## config.mk

```make
export PLATFORM = sky130hd
export DESIGN_NAME = cal_result_bank
export DESIGN_NICKNAME = d
export VERILOG_FILES = /design/src/logic/cal_byte_store.v /design/src/logic/cal_result_bank.v
export VERILOG_INCLUDE_DIRS = /design/src /design/src/common
export SDC_FILE = /design/constraint.sdc
export NUM_CORES = 1
export LEC_CHECK = 0
export ABC_CLOCK_PERIOD_IN_PS = 8100
export BUFFER_PORTS_ARGS = -buffer_cell sky130_fd_sc_hd__buf_2
export CAP_MARGIN = 20
export CORE_UTILIZATION = 45
export CTS_BUF_LIST = sky130_fd_sc_hd__clkbuf_16
export DETAILED_ROUTE_END_ITERATION = 6
export PLACE_DENSITY = 0.71
export SLEW_MARGIN = 15
export SYNTH_ARGS = -nofsm -noshare
export SYNTH_HDL_FRONTEND = slang
export SYNTH_SLANG_ARGS = --single-unit
```

## constraint.sdc

```tcl
create_clock -name core_clk_i -period 8.1 [get_ports core_clk_i]
set_input_delay 1.62 -clock core_clk_i [delete_from_list [all_inputs] [get_ports core_clk_i]]
set_output_delay 1.62 -clock core_clk_i [all_outputs]
set_load 0.02 [all_outputs]
```

## src/common/cal_result_regs.vh

```
// sfr addresses, reset values and field positions of the calibration and result bank
// assumes 8-bit sfr addresses and byte-wide data
`ifndef CAL_RESULT_REGS_VH
`define CAL_RESULT_REGS_VH

`define ADDR_GAIN_CAL_LOW 8'hAB
`define ADDR_GAIN_CAL_MID 8'hAC
`define ADDR_GAIN_CAL_HIGH 8'hAD
`define ADDR_OFFSET_CAL_LOW 8'hBA
`define ADDR_OFFSET_CAL_MID 8'hBB
`define ADDR_OFFSET_CAL_HIGH 8'hBC
`define ADDR_SINC_RESULT_LOW 8'hC3
`define ADDR_SINC_RESULT_MID 8'hC4
`define ADDR_SINC_RESULT_HIGH 8'hC5
`define ADDR_FAST_RESULT_LOW 8'hFC
`define ADDR_FAST_RESULT_MID 8'hFD
`define ADDR_FAST_RESULT_HIGH 8'hFE

`define RST_GAIN_CAL_HIGH 8'h80
`define RST_BYTE_ZERO 8'h00
`define RST_VALUE_ZERO 24'h000000

`define NUM_SLOTS 12
`define SLOT_W 4
`define SLOT_NONE 4'hF

`define FLD_HIGH_MSB 23
`define FLD_HIGH_LSB 16
`define FLD_MID_MSB 15
`define FLD_MID_LSB 8
`define FLD_LOW_MSB 7
`define FLD_LOW_LSB 0

`endif

```

## src/logic/cal_byte_store.v

```verilog
// byte store for the twelve sfr bytes, read data registered
// assumes one write port and one read port on the same clock
`timescale 1ns/10ps
`default_nettype none
`include "cal_result_regs.vh"

module cal_byte_store
(
	// clock and reset
	input wire core_clk_i,
	input wire rst_i,
	// write port
	input wire wr_en_i,
	input wire [3:0] wr_slot_i,
	input wire [7:0] wr_data_i,
	// read port
	input wire [3:0] rd_slot_i,
	output reg [7:0] rd_data_o,
	// flat view of all bytes
	output wire [95:0] all_bytes_o
);

	reg [7:0] mem [0:11];

	integer k;
	genvar g;

	// one process owns the whole array so every byte has a single driver
	always @(posedge core_clk_i or posedge rst_i)
	begin
		if (rst_i)
		begin
			// slot 2 is the gain high byte, the only nonzero reset
			for (k = 0; k < `NUM_SLOTS; k = k + 1)
				mem[k] <= (k == 2) ? `RST_GAIN_CAL_HIGH : `RST_BYTE_ZERO;
		end
		else if (wr_en_i && wr_slot_i < `NUM_SLOTS)
			mem[wr_slot_i] <= wr_data_i;
	end

	generate
		for (g = 0; g < `NUM_SLOTS; g = g + 1)
		begin : g_slot
			assign all_bytes_o[g*8+7:g*8] = mem[g];
		end
	endgenerate

	always @(posedge core_clk_i or posedge rst_i)
	begin
		if (rst_i)
			rd_data_o <= `RST_BYTE_ZERO;
		else if (rd_slot_i < `NUM_SLOTS)
			rd_data_o <= mem[rd_slot_i];
		else
			rd_data_o <= `RST_BYTE_ZERO;
	end

endmodule // cal_byte_store
`default_nettype wire

```

## src/logic/cal_result_bank.v

```verilog
// calibration and conversion result sfr bank of a 24-bit delta-sigma converter
// assumes a byte-wide sfr bus from the core and a converter datapath beside it
//
// Operation
// - offset mid 0xBB, low 0xBA, read/write
// - offset high byte 0xBC, read/write, resets zero
// - offset mid and low reset to zero
// - gain bytes at 0xAD, 0xAC, 0xAB
// - gain high resets 0x80, others zero
// - sinc3 result bytes at 0xC5, 0xC4, 0xC3
// - sinc3 result middle byte resets zero
// - fast result high at 0xFE, resets zero
// - fast result mid 0xFD, low 0xFC
`timescale 1ns/10ps
`default_nettype none
`include "cal_result_regs.vh"

module cal_result_bank
(
	// clock and reset
	input wire core_clk_i,
	input wire rst_i,
	// sfr bus
	input wire [7:0] sfr_addr_i,
	input wire sfr_wr_i,
	input wire sfr_rd_i,
	input wire [7:0] sfr_wdata_i,
	output reg [7:0] sfr_rdata_o,
	output reg sfr_hit_o,
	// converter datapath
	input wire sinc_done_i,
	input wire [23:0] sinc_raw_i,
	input wire fast_done_i,
	input wire [23:0] fast_raw_i,
	input wire cal_done_i,
	input wire cal_is_gain_i,
	input wire [23:0] cal_value_i,
	// calibration values to the filter
	output reg [23:0] offset_cal_value_o,
	output reg [23:0] gain_cal_value_o
);

	////////////////////////////////////////////////////////////////////////
	// address decode

	function [3:0] slot_of;
		input [7:0] addr;
		begin
			case (addr)
				`ADDR_GAIN_CAL_LOW: slot_of = 4'h0;
				`ADDR_GAIN_CAL_MID: slot_of = 4'h1;
				`ADDR_GAIN_CAL_HIGH: slot_of = 4'h2;
				`ADDR_OFFSET_CAL_LOW: slot_of = 4'h3;
				`ADDR_OFFSET_CAL_MID: slot_of = 4'h4;
				`ADDR_OFFSET_CAL_HIGH: slot_of = 4'h5;
				`ADDR_SINC_RESULT_LOW: slot_of = 4'h6;
				`ADDR_SINC_RESULT_MID: slot_of = 4'h7;
				`ADDR_SINC_RESULT_HIGH: slot_of = 4'h8;
				`ADDR_FAST_RESULT_LOW: slot_of = 4'h9;
				`ADDR_FAST_RESULT_MID: slot_of = 4'hA;
				`ADDR_FAST_RESULT_HIGH: slot_of = 4'hB;
				default: slot_of = `SLOT_NONE;
			endcase
		end
	endfunction

	// true for any of the twelve bank addresses
	function is_mapped;
		input [7:0] addr;
		begin
			is_mapped = (slot_of(addr) != `SLOT_NONE);
		end
	endfunction

	wire [3:0] bus_slot;
	wire bus_hit;
	assign bus_slot = slot_of(sfr_addr_i);
	assign bus_hit = is_mapped(sfr_addr_i);

	////////////////////////////////////////////////////////////////////////
	// hardware update sequencer: one byte per cycle, three cycles per value

	localparam ST_IDLE = 2'd0;
	localparam ST_B1 = 2'd1;
	localparam ST_B2 = 2'd2;

	// first store slot of each 24-bit value; the next two hold mid and high
	localparam [3:0] SLOT_GAIN_BASE = 4'h0;
	localparam [3:0] SLOT_OFFSET_BASE = 4'h3;
	localparam [3:0] SLOT_SINC_BASE = 4'h6;
	localparam [3:0] SLOT_FAST_BASE = 4'h9;

	// byte of a 24-bit value for update step 0, 1 or 2
	function [7:0] byte_pick;
		input [23:0] value;
		input [1:0] step;
		begin
			case (step)
				2'd0: byte_pick = value[`FLD_LOW_MSB:`FLD_LOW_LSB];
				2'd1: byte_pick = value[`FLD_MID_MSB:`FLD_MID_LSB];
				2'd2: byte_pick = value[`FLD_HIGH_MSB:`FLD_HIGH_LSB];
				default: byte_pick = `RST_BYTE_ZERO;
			endcase
		end
	endfunction

	reg [1:0] state;
	reg [1:0] next_state;
	reg [23:0] upd_value;
	reg [3:0] upd_base;
	reg [23:0] next_upd_value;
	reg [3:0] next_upd_base;
	reg hw_wr;
	reg [3:0] hw_slot;
	reg [7:0] hw_data;
	reg [23:0] corrected;

	wire [95:0] all_bytes;
	wire [23:0] gain_now;
	wire [23:0] offset_now;
	assign gain_now = all_bytes[23:0];
	assign offset_now = all_bytes[47:24];

	wire gain_shift;

	// gain below half scale but nonzero doubles the offset-corrected result
	assign gain_shift = (gain_now != `RST_VALUE_ZERO) && (gain_now[`FLD_HIGH_MSB] == 1'b0);

	always @*
	begin
		corrected = sinc_raw_i - offset_now;
		if (gain_shift)
			corrected = {corrected[22:0], 1'b0};
	end

	// done pulses that arrive while an update is in flight are dropped
	always @*
	begin
		next_state = state;
		next_upd_value = upd_value;
		next_upd_base = upd_base;
		hw_wr = 1'b0;
		hw_slot = `SLOT_NONE;
		hw_data = `RST_BYTE_ZERO;
		case (state)
			ST_IDLE:
			begin
				if (cal_done_i)
				begin
					next_upd_value = cal_value_i;
					next_upd_base = cal_is_gain_i ? SLOT_GAIN_BASE : SLOT_OFFSET_BASE;
					next_state = ST_B1;
				end
				else if (sinc_done_i)
				begin
					next_upd_value = corrected;
					next_upd_base = SLOT_SINC_BASE;
					next_state = ST_B1;
				end
				else if (fast_done_i)
				begin
					next_upd_value = fast_raw_i;
					next_upd_base = SLOT_FAST_BASE;
					next_state = ST_B1;
				end
				if (next_state == ST_B1)
				begin
					hw_wr = 1'b1;
					hw_slot = next_upd_base;
					hw_data = byte_pick(next_upd_value, 2'd0);
				end
			end
			// middle byte one cycle after the low byte
			ST_B1:
			begin
				hw_wr = 1'b1;
				hw_slot = upd_base + 4'h1;
				hw_data = byte_pick(upd_value, 2'd1);
				next_state = ST_B2;
			end
			// high byte last, then back to idle
			ST_B2:
			begin
				hw_wr = 1'b1;
				hw_slot = upd_base + 4'h2;
				hw_data = byte_pick(upd_value, 2'd2);
				next_state = ST_IDLE;
			end
			default:
			begin
				next_state = ST_IDLE;
			end
		endcase
	end

	always @(posedge core_clk_i or posedge rst_i)
	begin
		if (rst_i)
		begin
			state <= ST_IDLE;
			upd_value <= `RST_VALUE_ZERO;
			upd_base <= 4'h0;
		end
		else
		begin
			state <= next_state;
			upd_value <= next_upd_value;
			upd_base <= next_upd_base;
		end
	end

	////////////////////////////////////////////////////////////////////////
	// byte store; hardware update wins over a bus write in the same cycle

	reg st_wr;
	reg [3:0] st_slot;
	reg [7:0] st_data;
	wire [7:0] rd_byte;

	// bus writes reach every mapped byte
	always @*
	begin
		st_wr = 1'b0;
		st_slot = `SLOT_NONE;
		st_data = `RST_BYTE_ZERO;
		// hardware update wins the store port
		if (hw_wr)
		begin
			st_wr = 1'b1;
			st_slot = hw_slot;
			st_data = hw_data;
		end
		else if (sfr_wr_i && bus_hit)
		begin
			st_wr = 1'b1;
			st_slot = bus_slot;
			st_data = sfr_wdata_i;
		end
	end

	// reset values held in the store
	cal_byte_store u_store
	(
		.core_clk_i(core_clk_i),
		.rst_i(rst_i),
		.wr_en_i(st_wr),
		.wr_slot_i(st_slot),
		.wr_data_i(st_data),
		.rd_slot_i(bus_slot),
		.rd_data_o(rd_byte),
		.all_bytes_o(all_bytes)
	);

	////////////////////////////////////////////////////////////////////////
	// read strobe alignment and registered outputs

	reg rd_q;
	reg hit_q;
	reg [7:0] next_rdata;
	reg next_hit;

	// read data only while the aligned strobe stands, zero otherwise
	always @*
	begin
		next_rdata = `RST_BYTE_ZERO;
		next_hit = 1'b0;
		if (rd_q)
		begin
			next_rdata = rd_byte;
			next_hit = hit_q;
		end
	end

	always @(posedge core_clk_i or posedge rst_i)
	begin
		if (rst_i)
		begin
			rd_q <= 1'b0;
			hit_q <= 1'b0;
			sfr_rdata_o <= `RST_BYTE_ZERO;
			sfr_hit_o <= 1'b0;
			offset_cal_value_o <= `RST_VALUE_ZERO;
			// gain copy starts at half scale
			gain_cal_value_o <= {`RST_GAIN_CAL_HIGH, `RST_BYTE_ZERO, `RST_BYTE_ZERO};
		end
		else
		begin
			rd_q <= sfr_rd_i;
			hit_q <= sfr_rd_i & bus_hit;
			sfr_rdata_o <= next_rdata;
			sfr_hit_o <= next_hit;
			offset_cal_value_o <= offset_now;
			gain_cal_value_o <= gain_now;
		end
	end

endmodule // cal_result_bank
`default_nettype wire

```

After elaboration in Yosys (flattened, before gate mapping)
Cells that the tools add are included.

Flip-flop bits (word level): 193. Bits in latches: 0. Memory bits (writable): 0. Bits in read-only memories: 0. Input bits: 96. Output and inout port bits: 57. Memories kept: 0.

Add/sub/neg operators: 3. Multipliers: 0. Divide/modulo/power cells: 0. Order comparisons: 5. Eq/ne operators: 16. Shift operators: 0. Muxes and demuxes: 35. Bitwise operators: 4. Reductions and logical operators: 9.

Operators by type and width (number): $bwmux W96 (1); $eq A8 B8 Y1 const B (12); $mux W24 (4); $mux W8 (8); $pmux W4 S12 (1); $bmux W8 S4 (1); $demux W8 S4 (1); $mux W4 (6); $pmux W8 S3 (1); $reduce_bool A24 Y1 (1); $sub A24 B24 Y24 (1); $pmux W4 S3 (1); $ge A5 B5 Y1 const B (2); $mux W2 (5); $not A4 Y5 (2); $lt A4 B4 Y1 const B (2); $lt A5 B1 Y1 const B (1); $add A4 B1 Y4 const B (1); $add A4 B2 Y4 const B (1); $eq A2 B1 Y1 const B (2); $logic_and A1 B1 Y1 (4); $mux W1 (4); $ne A4 B4 Y1 const B (1); $pmux W2 S2 (1); other kinds (8) (8).

Logic depth before layout (Yosys ltp)
Depth after elaboration: 14. Gate-level depth with buffers: 13.

By module
Synthesis repeated with hierarchy kept, for this count alone.

Cell total of the unflattened synthesis: 897. Area, all modules: 10186.0 um^2.

Modules (own cells, without submodules): cal_result_bank (times used 1, cells an instance 607, area an instance 5521.5 um^2, sequential area each 2228.4 um^2); cal_byte_store (times used 1, cells an instance 290, area an instance 4664.5 um^2, sequential area each 2603.7 um^2).

Least setup slack after synthesis
Ideal clock, no wire load.

Kind: input -> register. From: input port sfr_addr_i[2]. To: register u_store.mem (netlist bit u_store.all_bytes_o[64]). Library setup time: 125 ps. Data arrival time: 3927 ps. Required time: 7975 ps. Path slack: 4048 ps. Cell stages on the path: 11. Path buffers: 4. Cells stage by stage: buf_4 or3b_1 a211o_1 buf_6 o221ai_1 o2111a_1 buf_6 a32oi_4 or3_1 buf_6 mux2_4.

Cells in the longest elaborated chain, start to end: 12. Elaborated cells on any way between the ends: 30.

Ends and longest elaborated chain: start, declared (line cal_result_bank.v:24) `input wire [7:0] sfr_addr_i,`; $eq A8 B8 Y1 (line cal_result_bank.v:49) `case (addr)`; $pmux W4 S12 * (line cal_result_bank.v:49); $ne A4 B4 Y1 (no line); $logic_and A1 B1 Y1 (line cal_result_bank.v:233) `else if (sfr_wr_i && bus_hit)`; $mux W4 (line cal_result_bank.v:233); $mux W4 (line cal_result_bank.v:227) `if (hw_wr)`; $not A4 Y5 (implied by the code) (line cal_byte_store.v:38) `mem[wr_slot_i] <= wr_data_i;`; $ge A5 B5 Y1 (implied by the code) / $lt A5 B1 Y1 (equally long branches) (line cal_byte_store.v:38); $logic_and A1 B1 Y1 (implied by the code) (line cal_byte_store.v:38); $mux W8 (implied by the code) (line cal_byte_store.v:38); $demux W8 S4 (line cal_byte_store.v:38); $bwmux W96 (line cal_byte_store.v:38); end signal, assigned by index (line cal_byte_store.v:35) `` mem[k] <= (k == 2) ? `RST_GAIN_CAL_HIGH : `RST_BYTE_ZERO; ``; end signal, assigned by index (line cal_byte_store.v:38); end, declared (line cal_byte_store.v:23) `reg [7:0] mem [0:11];`.

Mark *: on every way between the ends. The rest lies on a longest branch, timed or not. A chain may end at the register's enable or synchronous reset.

Worst setup path in the final report
From: input port sfr_addr_i[4]. To: register u_store.mem (netlist bit u_store.all_bytes_o[62]).

The elaborated chain is that of the path after synthesis.

==> results_dict.tcl <==
set metrics [dict create \
    status "complete, no violations" \
    grt_pass1_wl_um 47080 \
    cts_resized 0 \
    synthDistinctLibCells 83 \
    cts_inserted_buffers 17 \
    tightest_slew_ns 1.063 \
    post-cts-setup-buffers 0 \
    drc_errors 0 \
    nNetsFinal 1239 \
    ys_seq_elements 193 \
    max_freq_mhz 230.5 \
    num_vias 8560 \
    ir_worst_vdd_mv 0.2314 \
    crit_fanout 9 \
    ys.flop_type "dfrtp_1" \
    syn_area_per_cell_um2 10.57 \
    drt_iter0_drc 778 \
    endpoint_kind "register" \
    hold_class "register to register" \
    slowest_delay_ns 0.66 \
    antenna_found_initial 0 \
    gp_congestion 0.9062 \
    timing.final.crit_period_ns 4.338 \
    cts_hold_buf 0 \
    n_antenna_cell 0 \
    grt-ovfl-total 0 \
    clk_latency_ns 0.45 \
    synth_fp_nets 1112 \
    grt_pass1_vias 8243 \
    wl_per_cell_um 21.56 \
    drt_wl_total_um 30430 \
    final_util_pct 53.00 \
    synth_edf_count 0 \
    tns_ns 0 \
    crit_type "input port to register" \
    syn-instance-count 986 \
    p_leak_nw 5.534 \
    async_reset_ff_share_pct 100.0 \
    grt_max_degree 126 \
    grt_use_total_pct 26.19 \
    initial_core_util_pct 45.91 \
    drive_gt1_share_pct 28.42 \
    rsz0062_at_grt "false" \
    clockRootBuffer "clkbuf_16" \
    io-pin-count 153 \
    die_h_um 154.2 \
    avgViaCountPerCell 6.067 \
    drtPass1Iterations 5 \
    finalHoldViolations 0 \
    worstPathRequired_ns 8.44 \
    syn-cell-area_um2 10420 \
    cts_buffer_depth 2 \
    maxCapViolations 0 \
    yosys_warnings 0 \
    ctsHtreeMaxLevel 4 \
    fp.dieW_um 154.2 \
    start_kind "input port" \
    cts.sinks 193 \
    seq_area_frac_synth_pct 46.35 \
    finalSetupViolCount 0 \
    postRouteAntennaNets 0 \
    whs_ns 0.4077 \
    seq_area_um2 4832 \
    fp.coreArea_um2 22710 \
    die_area_um2 23780 \
    arrival_ns 4.68 \
    rows 55 \
    skew_ns 0.01104 \
    num-fill-cells 2036 \
    multi_input_area_um2 5202 \
    port_buffers 152 \
    relSlewSlack_pct 29.10 \
    slew_viol_final 0 \
    clk_pin_slew_ns 0.09 \
    finalCritPeriodShare_pct 53.56 \
    dp_hpwl_um 21850 \
    cts_tree "yes" \
    power_density_nw_per_um2 390.1 \
    area_delta_synth_final_pct 15.46 \
    cp_cell_sequence "buf_2 -> nand3_1 -> nor2_1 -> o211ai_1 -> a311oi_4 -> a32oi_4 -> o211ai_2 -> nor2b_1 -> mux2_2" \
    critPathSlowestCell "nor2b_1" \
]
-- critical path, delay by kind of cell --
family | cells | cell delay (ns)
multiplexers | 1 | 0.41
AO/OA/AOI/OAI | 4 | 1.57
buffers and inverters | 1 | 0.15
AND/OR/NAND/NOR | 3 | 0.91
-- metal layers --
metal | GRT usage (%) | vias up | share of wire (%)
li1 | - | 3874 | -
met1 | 36.30 | 4222 | 44
met2 | 40.43 | 404 | 46
met3 | 5.464 | 60 | 7.7
met4 | 9.810 | 0 | 2.8
met5 | 0 | - | 0
-- Yosys cell counts (8+ instances only) --
cell type / count / area [um^2]
dfrtp_1: 191 / 4780
mux2_2: 94 / 1059
nand2_1: 93 / 349.1
a21oi_1: 79 / 395.4
inv_1: 43 / 161.4
o21ai_0: 42 / 210.2
nor2_1: 39 / 146.4
clkbuf_1: 33 / 123.9
mux2i_1: 33 / 330.3
ha_1: 29 / 362.9
nand3_1: 18 / 90.09
a211oi_1: 15 / 112.6
a31oi_1: 15 / 93.84
and2_1: 15 / 93.84
a21o_1: 14 / 105.1
a221o_1: 14 / 140.1
or3_1: 12 / 75.07
a22oi_1: 11 / 82.58
and3_1: 11 / 68.82
nor2b_1: 10 / 62.56
o2111ai_1: 10 / 87.58
o21a_1: 9 / 67.56
xnor2_1: 9 / 78.83
mux2_4: 8 / 120.1
nand2b_1: 8 / 50.05
nor3_1: 8 / 40.04
o221ai_1: 8 / 70.07
-- final cells by class --
class                      count  area share (%)
clock buffer                  17           3.534
clock inverter                15           1.913
inverter                      43           1.403
multi-input combinational    698           43.22
sequential                   193           40.15
tap                          285           2.963
timing repair buffer         160           6.819
-- power breakdown --
group | switching (W) | internal, W
Clock | 0.000479 | 0.000443
Combinational | 0.00132 | 0.000851
Sequential | 0.000273 | 0.00133
-- metrics by stage --
stage	total power (W)	std cells	area [um^2]	worst slack, ns
detailed placement	0.003733	1378	11370	3.381
finish	0.004695	1411	12040	3.762
CTS	0.004667	1410	12030	3.863
global placement	0.003685	1378	11370	3.477
global route	0.004943	1411	12040	3.726
floorplan	0.003064	986	10430	1.228
-- logic make-up (layout without fill, tap and decap cells) --
| group | Yosys count | in the layout | share of synthesized area [%] |
|---|---|---|---|
| mux | 135 | 135 | 14.47 |
| xor+xnor | 15 | 15 | 1.260 |
| compound gates | 269 | 269 | 17.98 |
| fa+ha+maj | 30 | 30 | 3.673 |
| buf+inv | 95 | 235 | 3.901 |
| flops | 193 | 193 | 46.35 |
| simple gates | 249 | 249 | 12.36 |
-- registers in the layout (all words and copies together), names as in the netlist --
| signal | count |
|---|---|
| gain_cal_value_o | 24 |
| u_store.rd_data_o | 8 |
| sfr_hit_o | 1 |
| upd_base | 4 |
| u_store.all_bytes_o | 96 |
| hit_q | 1 |
| sfr_rdata_o | 8 |
| state | 2 |
| upd_value | 24 |
| offset_cal_value_o | 24 |
| rd_q | 1 |
-- cells in the final DEF, fill, tap and decap left out, types with 6 or more instances in the layout --
master     count
buf_2        152
o221ai_1       7
and3_1        11
a31oi_1       14
nor3_1         8
or3_1         12
a22oi_1       11
nor2_1        39
xor2_1         6
mux2_4         8
a21oi_1       78
o2111ai_1     10
o21a_1         9
buf_4          8
clkbuf_16     17
o21ai_0       42
mux2_2        94
a221o_1       14
mux2i_1       33
ha_1          29
nand3_1       18
a21o_1        14
nand2_1       93
o211ai_1       7
nor2b_1       10
inv_1         42
dfrtp_1      191
xnor2_1        9
nand2b_1       8
and2_1        15
a211oi_1      15
-- final timing paths --
path / from / to / slack [ns] / cells past startpoint
min in group asynchronous: rst_i / upd_value[9]$_DFFE_PP0P_ / 1.30 / 2
max: sfr_addr_i[4] / u_store.all_bytes_o[62]$_DFFE_PP0P_ / 3.76 / 9
max in group asynchronous: rst_i / upd_value[0]$_DFFE_PP0P_ / 5.33 / 3
max reg2reg: state[0]$_DFF_PP0_ / u_store.all_bytes_o[62]$_DFFE_PP0P_ / 4.20 / 9
min: u_store.all_bytes_o[23]$_DFFE_PP1P_ / gain_cal_value_o[23]$_DFF_PP1_ / 0.41 / 0
min reg2reg: u_store.all_bytes_o[23]$_DFFE_PP1P_ / gain_cal_value_o[23]$_DFF_PP1_ / 0.41 / 0
(Power assumes the default switching activity.)
